## src/shared/scroll_regs_consts.svh

```systemverilog
// offsets, field limits, reset values and counts of the scroll register bank
`ifndef SCROLL_REGS_CONSTS_SVH
`define SCROLL_REGS_CONSTS_SVH

// ****************************************************************
// register offsets
// ****************************************************************
`define OFS_BLOCK1_START_LOW   8'h0B
`define OFS_BLOCK1_START_HIGH  8'h0C
`define OFS_BLOCK1_LINE_COUNT  8'h0D
`define OFS_BLOCK2_START_LOW   8'h0E
`define OFS_BLOCK2_START_HIGH  8'h0F
`define OFS_BLOCK2_LINE_COUNT  8'h10
`define OFS_BLOCK3_START_LOW   8'h11
`define OFS_BLOCK3_START_HIGH  8'h12
`define OFS_BLOCK4_START_LOW   8'h13
`define OFS_BLOCK4_START_HIGH  8'h14

// ****************************************************************
// scroll command parameter span
// ****************************************************************
`define SCROLL_FIRST_OFS       8'h0B
`define SCROLL_PARAM_COUNT     10

// ****************************************************************
// field positions and reset values
// ****************************************************************
`define START_LOW_MSB          7
`define START_HIGH_LSB         8
`define REG_RESET_BYTE         8'h00
`define REG_RESET_WORD         16'h0000
`define UNMAPPED_READ_BYTE     8'h00

`endif

```

## src/shared/scroll_regs_pkg.sv

```systemverilog
// types shared by the scroll register bank and its parameter sequencer
package scroll_regs_pkg;

    // which part of a screen block a register offset selects
    typedef enum logic [1:0] {
        KIND_NONE,
        KIND_START_LOW,
        KIND_START_HIGH,
        KIND_LINES
    } reg_kind_t;

    typedef struct packed {
        reg_kind_t  kind;
        logic [1:0] block;
    } reg_sel_t;

    // one byte write toward the bank
    typedef struct packed {
        logic       valid;
        logic [7:0] addr;
        logic [7:0] data;
    } reg_write_t;

    // committed view used by the display fetch logic
    typedef struct packed {
        logic [15:0] block1_start;
        logic [15:0] block2_start;
        logic [15:0] block3_start;
        logic [15:0] block4_start;
        logic [7:0]  block1_lines;
        logic [7:0]  block2_lines;
        logic [7:0]  block3_lines;
        logic        block4_enable;
        logic [1:0]  block4_attr;
    } screen_cfg_t;

    typedef enum logic {
        SEQ_IDLE,
        SEQ_RUN
    } seq_state_t;

endpackage : scroll_regs_pkg

```

## src/hw/screen_block_scroll_regs.sv

```systemverilog
// screen block start address and line count register bank
//
// Operation
// - scroll command fills the ten registers from block1 low to block4 high
// - old start address stays until high byte write commits new word
// - block1 line count is eight bits, height in lines minus one
// - block2 line count is eight bits, height in lines minus one
// - block3 start is a sixteen bit address split low and high
// - block4 start is a sixteen bit address split low and high
// - every byte here is read/write and resets to zero
// - block4 used only in dual panel; shares block2 attributes
// - single panel: block3 height is the smaller of block1, block2
`timescale 1ns/1ps
`default_nettype none
`include "scroll_regs_consts.svh"

module screen_block_scroll_regs
    import scroll_regs_pkg::*;
#(
    parameter int ADDR_W = 8,
    parameter int BLOCKS = 4
) (
    input  wire logic              clk_sys_in,
    input  wire logic              rst_in,
    input  wire logic              wr_en_in,
    input  wire logic              rd_en_in,
    input  wire logic [ADDR_W-1:0] addr_in,
    input  wire logic [7:0]        wdata_in,
    output var  logic [7:0]        rdata_out,
    output var  logic              rd_valid_out,
    input  wire logic              scroll_cmd_in,
    input  wire logic              param_valid_in,
    input  wire logic [7:0]        param_data_in,
    output var  logic              scroll_busy_out,
    input  wire logic              dual_panel_in,
    input  wire logic [1:0]        block2_attr_in,
    output var  screen_cfg_t       cfg_out
);

    generate
        if (ADDR_W < 5 || ADDR_W > 8) begin : g_bad_addr
            $error("screen_block_scroll_regs: ADDR_W must be 5 to 8");
        end
        if (BLOCKS != 4) begin : g_bad_blocks
            $error("screen_block_scroll_regs: BLOCKS must be 4");
        end
        // the command walk must cover every start byte and both counts
        if (`SCROLL_PARAM_COUNT != 2 * BLOCKS + 2) begin : g_bad_span
            $error("screen_block_scroll_regs: scroll span mismatch");
        end
    endgenerate

    // ****************************************************************
    // offset decode
    // ****************************************************************
    function automatic reg_sel_t decode(input logic [7:0] ofs);
        reg_sel_t sel;
        sel.kind  = KIND_NONE;
        sel.block = 2'd0;
        if (ofs == `OFS_BLOCK1_START_LOW) begin
            sel.kind  = KIND_START_LOW;
            sel.block = 2'd0;
        end else if (ofs == `OFS_BLOCK1_START_HIGH) begin
            sel.kind  = KIND_START_HIGH;
            sel.block = 2'd0;
        end else if (ofs == `OFS_BLOCK1_LINE_COUNT) begin
            sel.kind  = KIND_LINES;
            sel.block = 2'd0;
        end else if (ofs == `OFS_BLOCK2_START_LOW) begin
            sel.kind  = KIND_START_LOW;
            sel.block = 2'd1;
        end else if (ofs == `OFS_BLOCK2_START_HIGH) begin
            sel.kind  = KIND_START_HIGH;
            sel.block = 2'd1;
        end else if (ofs == `OFS_BLOCK2_LINE_COUNT) begin
            sel.kind  = KIND_LINES;
            sel.block = 2'd1;
        end else if (ofs == `OFS_BLOCK3_START_LOW) begin
            sel.kind  = KIND_START_LOW;
            sel.block = 2'd2;
        end else if (ofs == `OFS_BLOCK3_START_HIGH) begin
            sel.kind  = KIND_START_HIGH;
            sel.block = 2'd2;
        end else if (ofs == `OFS_BLOCK4_START_LOW) begin
            sel.kind  = KIND_START_LOW;
            sel.block = 2'd3;
        end else if (ofs == `OFS_BLOCK4_START_HIGH) begin
            sel.kind  = KIND_START_HIGH;
            sel.block = 2'd3;
        end
        return sel;
    endfunction : decode

    function automatic logic [7:0] min_lines(input logic [7:0] a,
                                             input logic [7:0] b);
        return (a < b) ? a : b;
    endfunction : min_lines

    // one place joins a start word from its two byte halves
    function automatic logic [15:0] start_pair(input logic [7:0] high,
                                               input logic [7:0] low);
        return {high, low};
    endfunction : start_pair

    // ****************************************************************
    // scroll parameter sequencer
    // ****************************************************************
    reg_write_t seq_wr;

    scroll_param_seq #(
        .PARAM_COUNT (`SCROLL_PARAM_COUNT)
    ) u_seq (
        .clk_sys_in     (clk_sys_in),
        .rst_in         (rst_in),
        .cmd_start_in   (scroll_cmd_in),
        .param_valid_in (param_valid_in),
        .param_data_in  (param_data_in),
        .wr_out         (seq_wr),
        .busy_out       (scroll_busy_out)
    );

    // ****************************************************************
    // write merge
    // ****************************************************************
    // the command path wins a same-cycle clash; the host is expected
    // not to poke these registers while a scroll command is running
    reg_write_t wr;
    reg_sel_t   wr_sel;
    reg_sel_t   rd_sel;
    logic [7:0] host_addr;

    assign host_addr = 8'(addr_in);

    always_comb begin
        if (seq_wr.valid) begin
            wr = seq_wr;
        end else begin
            wr.valid = wr_en_in;
            wr.addr  = host_addr;
            wr.data  = wdata_in;
        end
    end

    assign wr_sel = decode(wr.addr);
    assign rd_sel = decode(host_addr);

    // ****************************************************************
    // start address and line count state
    // ****************************************************************
    logic [7:0]  staged_low [BLOCKS];
    logic [7:0]  next_staged_low [BLOCKS];
    logic [15:0] start_addr [BLOCKS];
    logic [15:0] next_start_addr [BLOCKS];
    logic [7:0]  lines1;
    logic [7:0]  next_lines1;
    logic [7:0]  lines2;
    logic [7:0]  next_lines2;

    always_comb begin
        for (int i = 0; i < BLOCKS; i++) begin
            next_staged_low[i] = staged_low[i];
            next_start_addr[i] = start_addr[i];
        end
        next_lines1 = lines1;
        next_lines2 = lines2;
        if (wr.valid) begin
            case (wr_sel.kind)
                KIND_START_LOW: begin
                    // held aside so fetches keep the old full word
                    next_staged_low[wr_sel.block] = wr.data;
                end
                KIND_START_HIGH: begin
                    // commit pairs the new high with the earlier low
                    next_start_addr[wr_sel.block] = start_pair(wr.data,
                        staged_low[wr_sel.block]);
                end
                KIND_LINES: begin
                    if (wr_sel.block == 2'd0) begin
                        next_lines1 = wr.data;
                    end else begin
                        next_lines2 = wr.data;
                    end
                end
                default: begin
                end
            endcase
        end
    end

    // ****************************************************************
    // state registers
    // ****************************************************************

    always_ff @(posedge clk_sys_in) begin
        if (rst_in) begin
            for (int i = 0; i < BLOCKS; i++) begin
                staged_low[i] <= `REG_RESET_BYTE;
                start_addr[i] <= `REG_RESET_WORD;
            end
            lines1 <= `REG_RESET_BYTE;
            lines2 <= `REG_RESET_BYTE;
        end else begin
            for (int i = 0; i < BLOCKS; i++) begin
                staged_low[i] <= next_staged_low[i];
                start_addr[i] <= next_start_addr[i];
            end
            lines1 <= next_lines1;
            lines2 <= next_lines2;
        end
    end

    // ****************************************************************
    // derived screen configuration
    // ****************************************************************
    screen_cfg_t next_cfg;

    always_comb begin
        next_cfg.block1_start  = next_start_addr[0];
        next_cfg.block2_start  = next_start_addr[1];
        next_cfg.block3_start  = next_start_addr[2];
        next_cfg.block4_start  = next_start_addr[3];
        next_cfg.block1_lines  = next_lines1;
        next_cfg.block2_lines  = next_lines2;
        // dual panel fixes the lower halves by frame height, not here
        if (dual_panel_in) begin
            next_cfg.block3_lines = `REG_RESET_BYTE;
        end else begin
            next_cfg.block3_lines =
                min_lines(next_lines1, next_lines2);
        end
        next_cfg.block4_enable = dual_panel_in;
        // no separate attribute field for block4 exists
        if (dual_panel_in) begin
            next_cfg.block4_attr = block2_attr_in;
        end else begin
            next_cfg.block4_attr = 2'b00;
        end
    end

    // ****************************************************************
    // configuration register
    // ****************************************************************

    always_ff @(posedge clk_sys_in) begin
        if (rst_in) begin
            cfg_out <= '0;
        end else begin
            cfg_out <= next_cfg;
        end
    end

    // ****************************************************************
    // read path
    // ****************************************************************
    // a read in the cycle of a write returns the value before it
    logic [7:0] next_rdata;
    logic       next_rd_valid;

    always_comb begin
        next_rd_valid = rd_en_in;
        next_rdata    = rdata_out;
        if (rd_en_in) begin
            case (rd_sel.kind)
                KIND_START_LOW: begin
                    // reads back the byte last written, committed or not
                    next_rdata = staged_low[rd_sel.block];
                end
                KIND_START_HIGH: begin
                    next_rdata =
                        start_addr[rd_sel.block][15:`START_HIGH_LSB];
                end
                KIND_LINES: begin
                    if (rd_sel.block == 2'd0) begin
                        next_rdata = lines1;
                    end else begin
                        next_rdata = lines2;
                    end
                end
                default: begin
                    next_rdata = `UNMAPPED_READ_BYTE;
                end
            endcase
        end
    end

    // ****************************************************************
    // read data registers
    // ****************************************************************

    always_ff @(posedge clk_sys_in) begin
        if (rst_in) begin
            rdata_out    <= `REG_RESET_BYTE;
            rd_valid_out <= 1'b0;
        end else begin
            rdata_out    <= next_rdata;
            rd_valid_out <= next_rd_valid;
        end
    end

endmodule : screen_block_scroll_regs
`default_nettype wire

```

## src/hw/scroll_param_seq.sv

```systemverilog
// sequencer that steers scroll command parameter bytes onto the bank
`timescale 1ns/1ps
`default_nettype none
`include "scroll_regs_consts.svh"

module scroll_param_seq
    import scroll_regs_pkg::*;
#(
    parameter int PARAM_COUNT = `SCROLL_PARAM_COUNT
) (
    input  wire logic       clk_sys_in,
    input  wire logic       rst_in,
    input  wire logic       cmd_start_in,
    input  wire logic       param_valid_in,
    input  wire logic [7:0] param_data_in,
    output var  reg_write_t wr_out,
    output var  logic       busy_out
);

    generate
        if (PARAM_COUNT < 1 || PARAM_COUNT > 255) begin : g_bad_count
            $error("scroll_param_seq: PARAM_COUNT out of range");
        end
    endgenerate

    seq_state_t state;
    seq_state_t next_state;
    logic [7:0] index;
    logic [7:0] next_index;

    localparam logic [7:0] LAST_INDEX = 8'(PARAM_COUNT - 1);

    // ****************************************************************
    // parameter byte walk
    // ****************************************************************
    always_comb begin
        next_state = state;
        next_index = index;
        wr_out     = '0;
        case (state)
            SEQ_IDLE: begin
                if (cmd_start_in) begin
                    next_state = SEQ_RUN;
                    next_index = 8'h00;
                end
            end
            SEQ_RUN: begin
                // a fresh command restarts the walk at the first byte
                if (cmd_start_in) begin
                    next_index = 8'h00;
                end else if (param_valid_in) begin
                    wr_out.valid = 1'b1;
                    wr_out.addr  = `SCROLL_FIRST_OFS + index;
                    wr_out.data  = param_data_in;
                    if (index == LAST_INDEX) begin
                        next_state = SEQ_IDLE;
                    end else begin
                        next_index = index + 8'h01;
                    end
                end
            end
            default: begin
                next_state = SEQ_IDLE;
            end
        endcase
    end

    always_ff @(posedge clk_sys_in) begin
        if (rst_in) begin
            state <= SEQ_IDLE;
            index <= 8'h00;
        end else begin
            state <= next_state;
            index <= next_index;
        end
    end

    assign busy_out = (state == SEQ_RUN);

endmodule : scroll_param_seq
`default_nettype wire

```

## config.mk

```make
export PLATFORM = sky130hd
export DESIGN_NAME = screen_block_scroll_regs
export DESIGN_NICKNAME = d
export VERILOG_FILES = /design/src/shared/scroll_regs_pkg.sv /design/src/hw/screen_block_scroll_regs.sv /design/src/hw/scroll_param_seq.sv
export VERILOG_INCLUDE_DIRS = /design/src /design/src/shared
export SDC_FILE = /design/constraint.sdc
export NUM_CORES = 1
export LEC_CHECK = 0
export ABC_AREA = 1
export BUFFER_PORTS_ARGS = -buffer_cell sky130_fd_sc_hd__buf_4
export CORE_ASPECT_RATIO = 0.75
export CORE_MARGIN = 1
export CORE_UTILIZATION = 43
export DETAILED_ROUTE_END_ITERATION = 12
export RECOVER_POWER = 100
export SKIP_CTS_REPAIR_TIMING = 1
export SYNTH_ARGS = -nofsm -noshare
export SYNTH_HDL_FRONTEND = slang
export SYNTH_SLANG_ARGS = --single-unit
```

## constraint.sdc

```tcl
create_clock -name clk_sys_in -period 3.92 [get_ports clk_sys_in]
set_clock_uncertainty 0.05 [all_clocks]
set_input_delay 0.196 -clock clk_sys_in [delete_from_list [all_inputs] [get_ports clk_sys_in]]
set_output_delay 0.196 -clock clk_sys_in [all_outputs]
set_load 0.05 [all_outputs]
```

==> key figures <==
Yosys
  • Post-synth cell types: 44
  • Top-count cell post-synth: nor2_1
  • Number of synthesized flops with an enable pin: 0
  • Dominant synthesized flop cell: dfxtp_1
  • Post-synthesis sequential area ratio: 40.46%
  • Syn nets: between 1000 and 1500
  • Synth top area cells: dfxtp_1, o21ai_0, nor2_1
  • Syn Inst Count: just under 1000
  • Post-synth top area share: around two fifths
  • Synth async-reset ratio: 0%
  • Syn avg cell area: roughly 7 µm²
  • FF+latch count, synth: 141
  • Synthesized area: 6977 µm²
  • Largest area contributor in the netlist: dfxtp_1
  • Commonest cells in the netlist: nor2_1, dfxtp_1, nand2_1
  • YS warnings: 0

Layout
  • Filler Cells Inserted: 1644
  • Number of inserted diodes: 0
  • Share of cells above drive strength 1: 13.05%
  • Multi-input gate area: 3505 µm²
  • Register area: 2823 µm²
  • # nets final: 1164
  • Synth-to-layout area growth: 21.38%

Floorplanning
  • Total core area: 15520 µm²
  • Height of the die: 112.3 µm
  • Initial core utilization: 44.96%
  • Cell row count: 39
  • IO Pins: 134
  • Die area: approximately 17000 µm²
  • Die Span X: 149.1 µm

Setup path
  • WS Path Type: reg -> reg
  • Crit-path max cell delay: 0.41 ns
  • Crit start category: flip-flop
  • Data required, critical path: 4.19 ns
  • Endpoint class of the critical path: flip-flop
  • Critical path cell sequence: inv_1 -> ha_1 -> inv_1 -> nand2_1 -> nand2_1 -> nand2_1 -> nand2_1 -> nand2_1 -> nand2_1 -> nand3_1 -> nor2_4 -> nand3_2 -> clkinvlp_4 -> nand2_1 -> o21ai_0 -> inv_1 -> ha_1 -> a21oi_1 -> nor2_1 -> a211oi_1 -> buf_4 -> nand3_1 -> nand2_1 -> nor2_1
  • WP data arrival: between 3 and 4 ns
  • Slowest library cell on the worst path: dfxtp_1
  • Buf/Inv on CP: 5
  • Worst-path fanout max: 10
  • CP top delay family: simple AND/OR/NAND/NOR gates
  • Cell mode on critical path: nand2_1

GRT
  • Initial antenna violation count: 0
  • Vias in the first global route: 6227
  • Gr ovfl total: 0
  • Largest net degree at the start of global routing: 100
  • First-pass GRT wire length: 34650 µm
  • Total GRT Usage: approximately 27%

Detailed routing
  • Routed wire length per instance: 16.63 µm
  • 1st-iter DRT viols: 585
  • Final WL: 22270 µm
  • TritonRoute pass-1 iters: 5
  • Via count: 6991
  • DRC: 0
  • Antenna viol nets, final: 0
  • DR vias/cell: between 5 and 6

Timing
  • Tightest Pin Transition: 1.759 ns
  • Period utilization: 89.22%
  • Tmin final: 3.497 ns
  • Slew headroom: -17.25%
  • Final hold vios: 0
  • Final setup violation count: 0
  • Max frequency: 285.9 MHz
  • Final slew viol count: roughly 130
  • Final worst slack: between 0.4 and 0.5 ns

CTS
  • CTS H-tree depth: 4
  • Reg clk slew, reported paths: around 0.060 ns
  • CTS Root Cell: clkbuf_16
  • TritonCTS buffer count: 17
  • Bufs on Longest Clock Path: 2
  • Skew-Pair Late Insertion Delay: 0.44 ns
  • Clock sink count: ~140
  • TritonCTS clock tree: yes

Place
  • IO buf count: approximately 130
  • Post-place setup slack: 0.3021 ns
  • Final HPWL DP: around 16000 µm
  • Placer congestion estimate: 0.8416

Power and ir drop
  • Pint: 2.401 mW
  • Sw power: 987.3 µW
  • Flop pwr share: 42.8%
  • Combinational share of power: approximately 8.6%
  • Overall power: ~3.4 mW
  • Clk pwr share: 48.5%
  • Worst VDD drop: 244.0 µV
  • Sw Ratio: 29.14%
  • PwrDens: between 400 and 500 nW/µm²
  • Cell leakage power: 3.503 nW

Min path
  • Worst hold path type: in -> reg

Outcome
  • Status: complete, but fails checks
  • Violated checks: capacitance limit, slew limit

Run
  • Max-cap viol count: 2
[routing by layer]
layer	global-route usage, %	vias up	routed length [µm]
li1	-	3542	-
met1	41.36	3174	10980
met2	38.36	251	9413
met3	6.789	24	1646
met4	5.850	0	233
met5	0	-	0
[cell usage in the layout (no fill, tap or decap), drive strengths merged]
cell,count
a21boi,5
and2,1
nand3,49
buf,49
inv,110
dfxtp,141
or2,12
nand4,6
nor3,10
clkbuf,122
o211ai,13
nor4,3
and3,2
nand2,149
o21ai,159
a211oi,3
dlygate4sd3,4
ha,10
o21a,2
o22ai,14
clkinv,16
a21oi,91
nor2,158
clkinvlp,2
xor2,1
a22oi,1
a221oi,1
[path summary, 6_finish.rpt]
| path | start | to | slack (ns) | depth (start not counted) |
|---|---|---|---|---|
| worst max register to register | u_seq.index[0] | cfg_out[4] | 0.42 | 24 |
| worst min-delay path | scroll_cmd_in | u_seq.index[7] | 0.05 | 4 |
| worst max-delay path | u_seq.index[0] | cfg_out[4] | 0.42 | 24 |
| worst min register to register | cfg_out[71] | cfg_out[71] | 0.42 | 2 |
[area by class of cell]
class | instances | share of cell area [%]
Inverter | 112 | 5.334
Clock buffer | 17 | 5.024
Tap cell | 205 | 3.029
Clock inverter | 15 | 2.320
Multi-Input combinational cell | 690 | 41.39
Sequential cell | 141 | 33.33
Timing Repair Buffer | 158 | 9.486
Timing Repair inverter | 1 | 0.08865
[worst min-delay path, stage by stage]
cell and delay, ns:
buf_4 0.10, nor2_1 0.07, o21ai_0 0.08, a21oi_1 0.04
[power by group through the flow]
stage / Sequential [mW] / Combinational (mW) / Clock [mW]
2_1_floorplan: 1.52 / 0.151 / 0
3_3_place_gp: 1.48 / 0.294 / 0
3_5_place_dp: 1.48 / 0.295 / 0
4_1_cts: 1.45 / 0.296 / 1.66
5_1_grt: 1.45 / 0.319 / 1.74
6_report: 1.45 / 0.293 / 1.64
[sequential cells by signal, summed over array words and instances (netlist names)]
register        cells
rdata_out           8
cfg_out            59
u_seq.busy_out      1
staged_low         32
u_seq.index         8
start_addr         32
rd_valid_out        1
[through the flow]
step	instance area (µm²)	util [%]	instances	hold WS, ns	setup TNS (ns)
2_1_floorplan	6977	-	987	0.2530	0
6_report	8468	54.57	1339	0.04855	0
3_3_place_gp	8175	52.69	1302	0.3879	0
3_5_place_dp	8175	52.69	1302	0.3997	0
4_1_cts	8797	56.69	1334	-0.05252	0
5_1_grt	8468	54.57	1339	0.06648	-0.001170
[kinds of logic after synthesis]
| group | count (synthesis) | synth area share (%) |
|---|---|---|
| AO/OA/AOI/OAI | 289 | 22.63 |
| AND/OR/NAND/NOR | 390 | 25.50 |
| flip-flops | 141 | 40.46 |
| adder cells (fa/ha/maj) | 10 | 1.793 |
| buffers and inverters | 156 | 9.487 |
| XOR/XNOR | 1 | 0.1256 |
(Power assumes the default switching activity.)
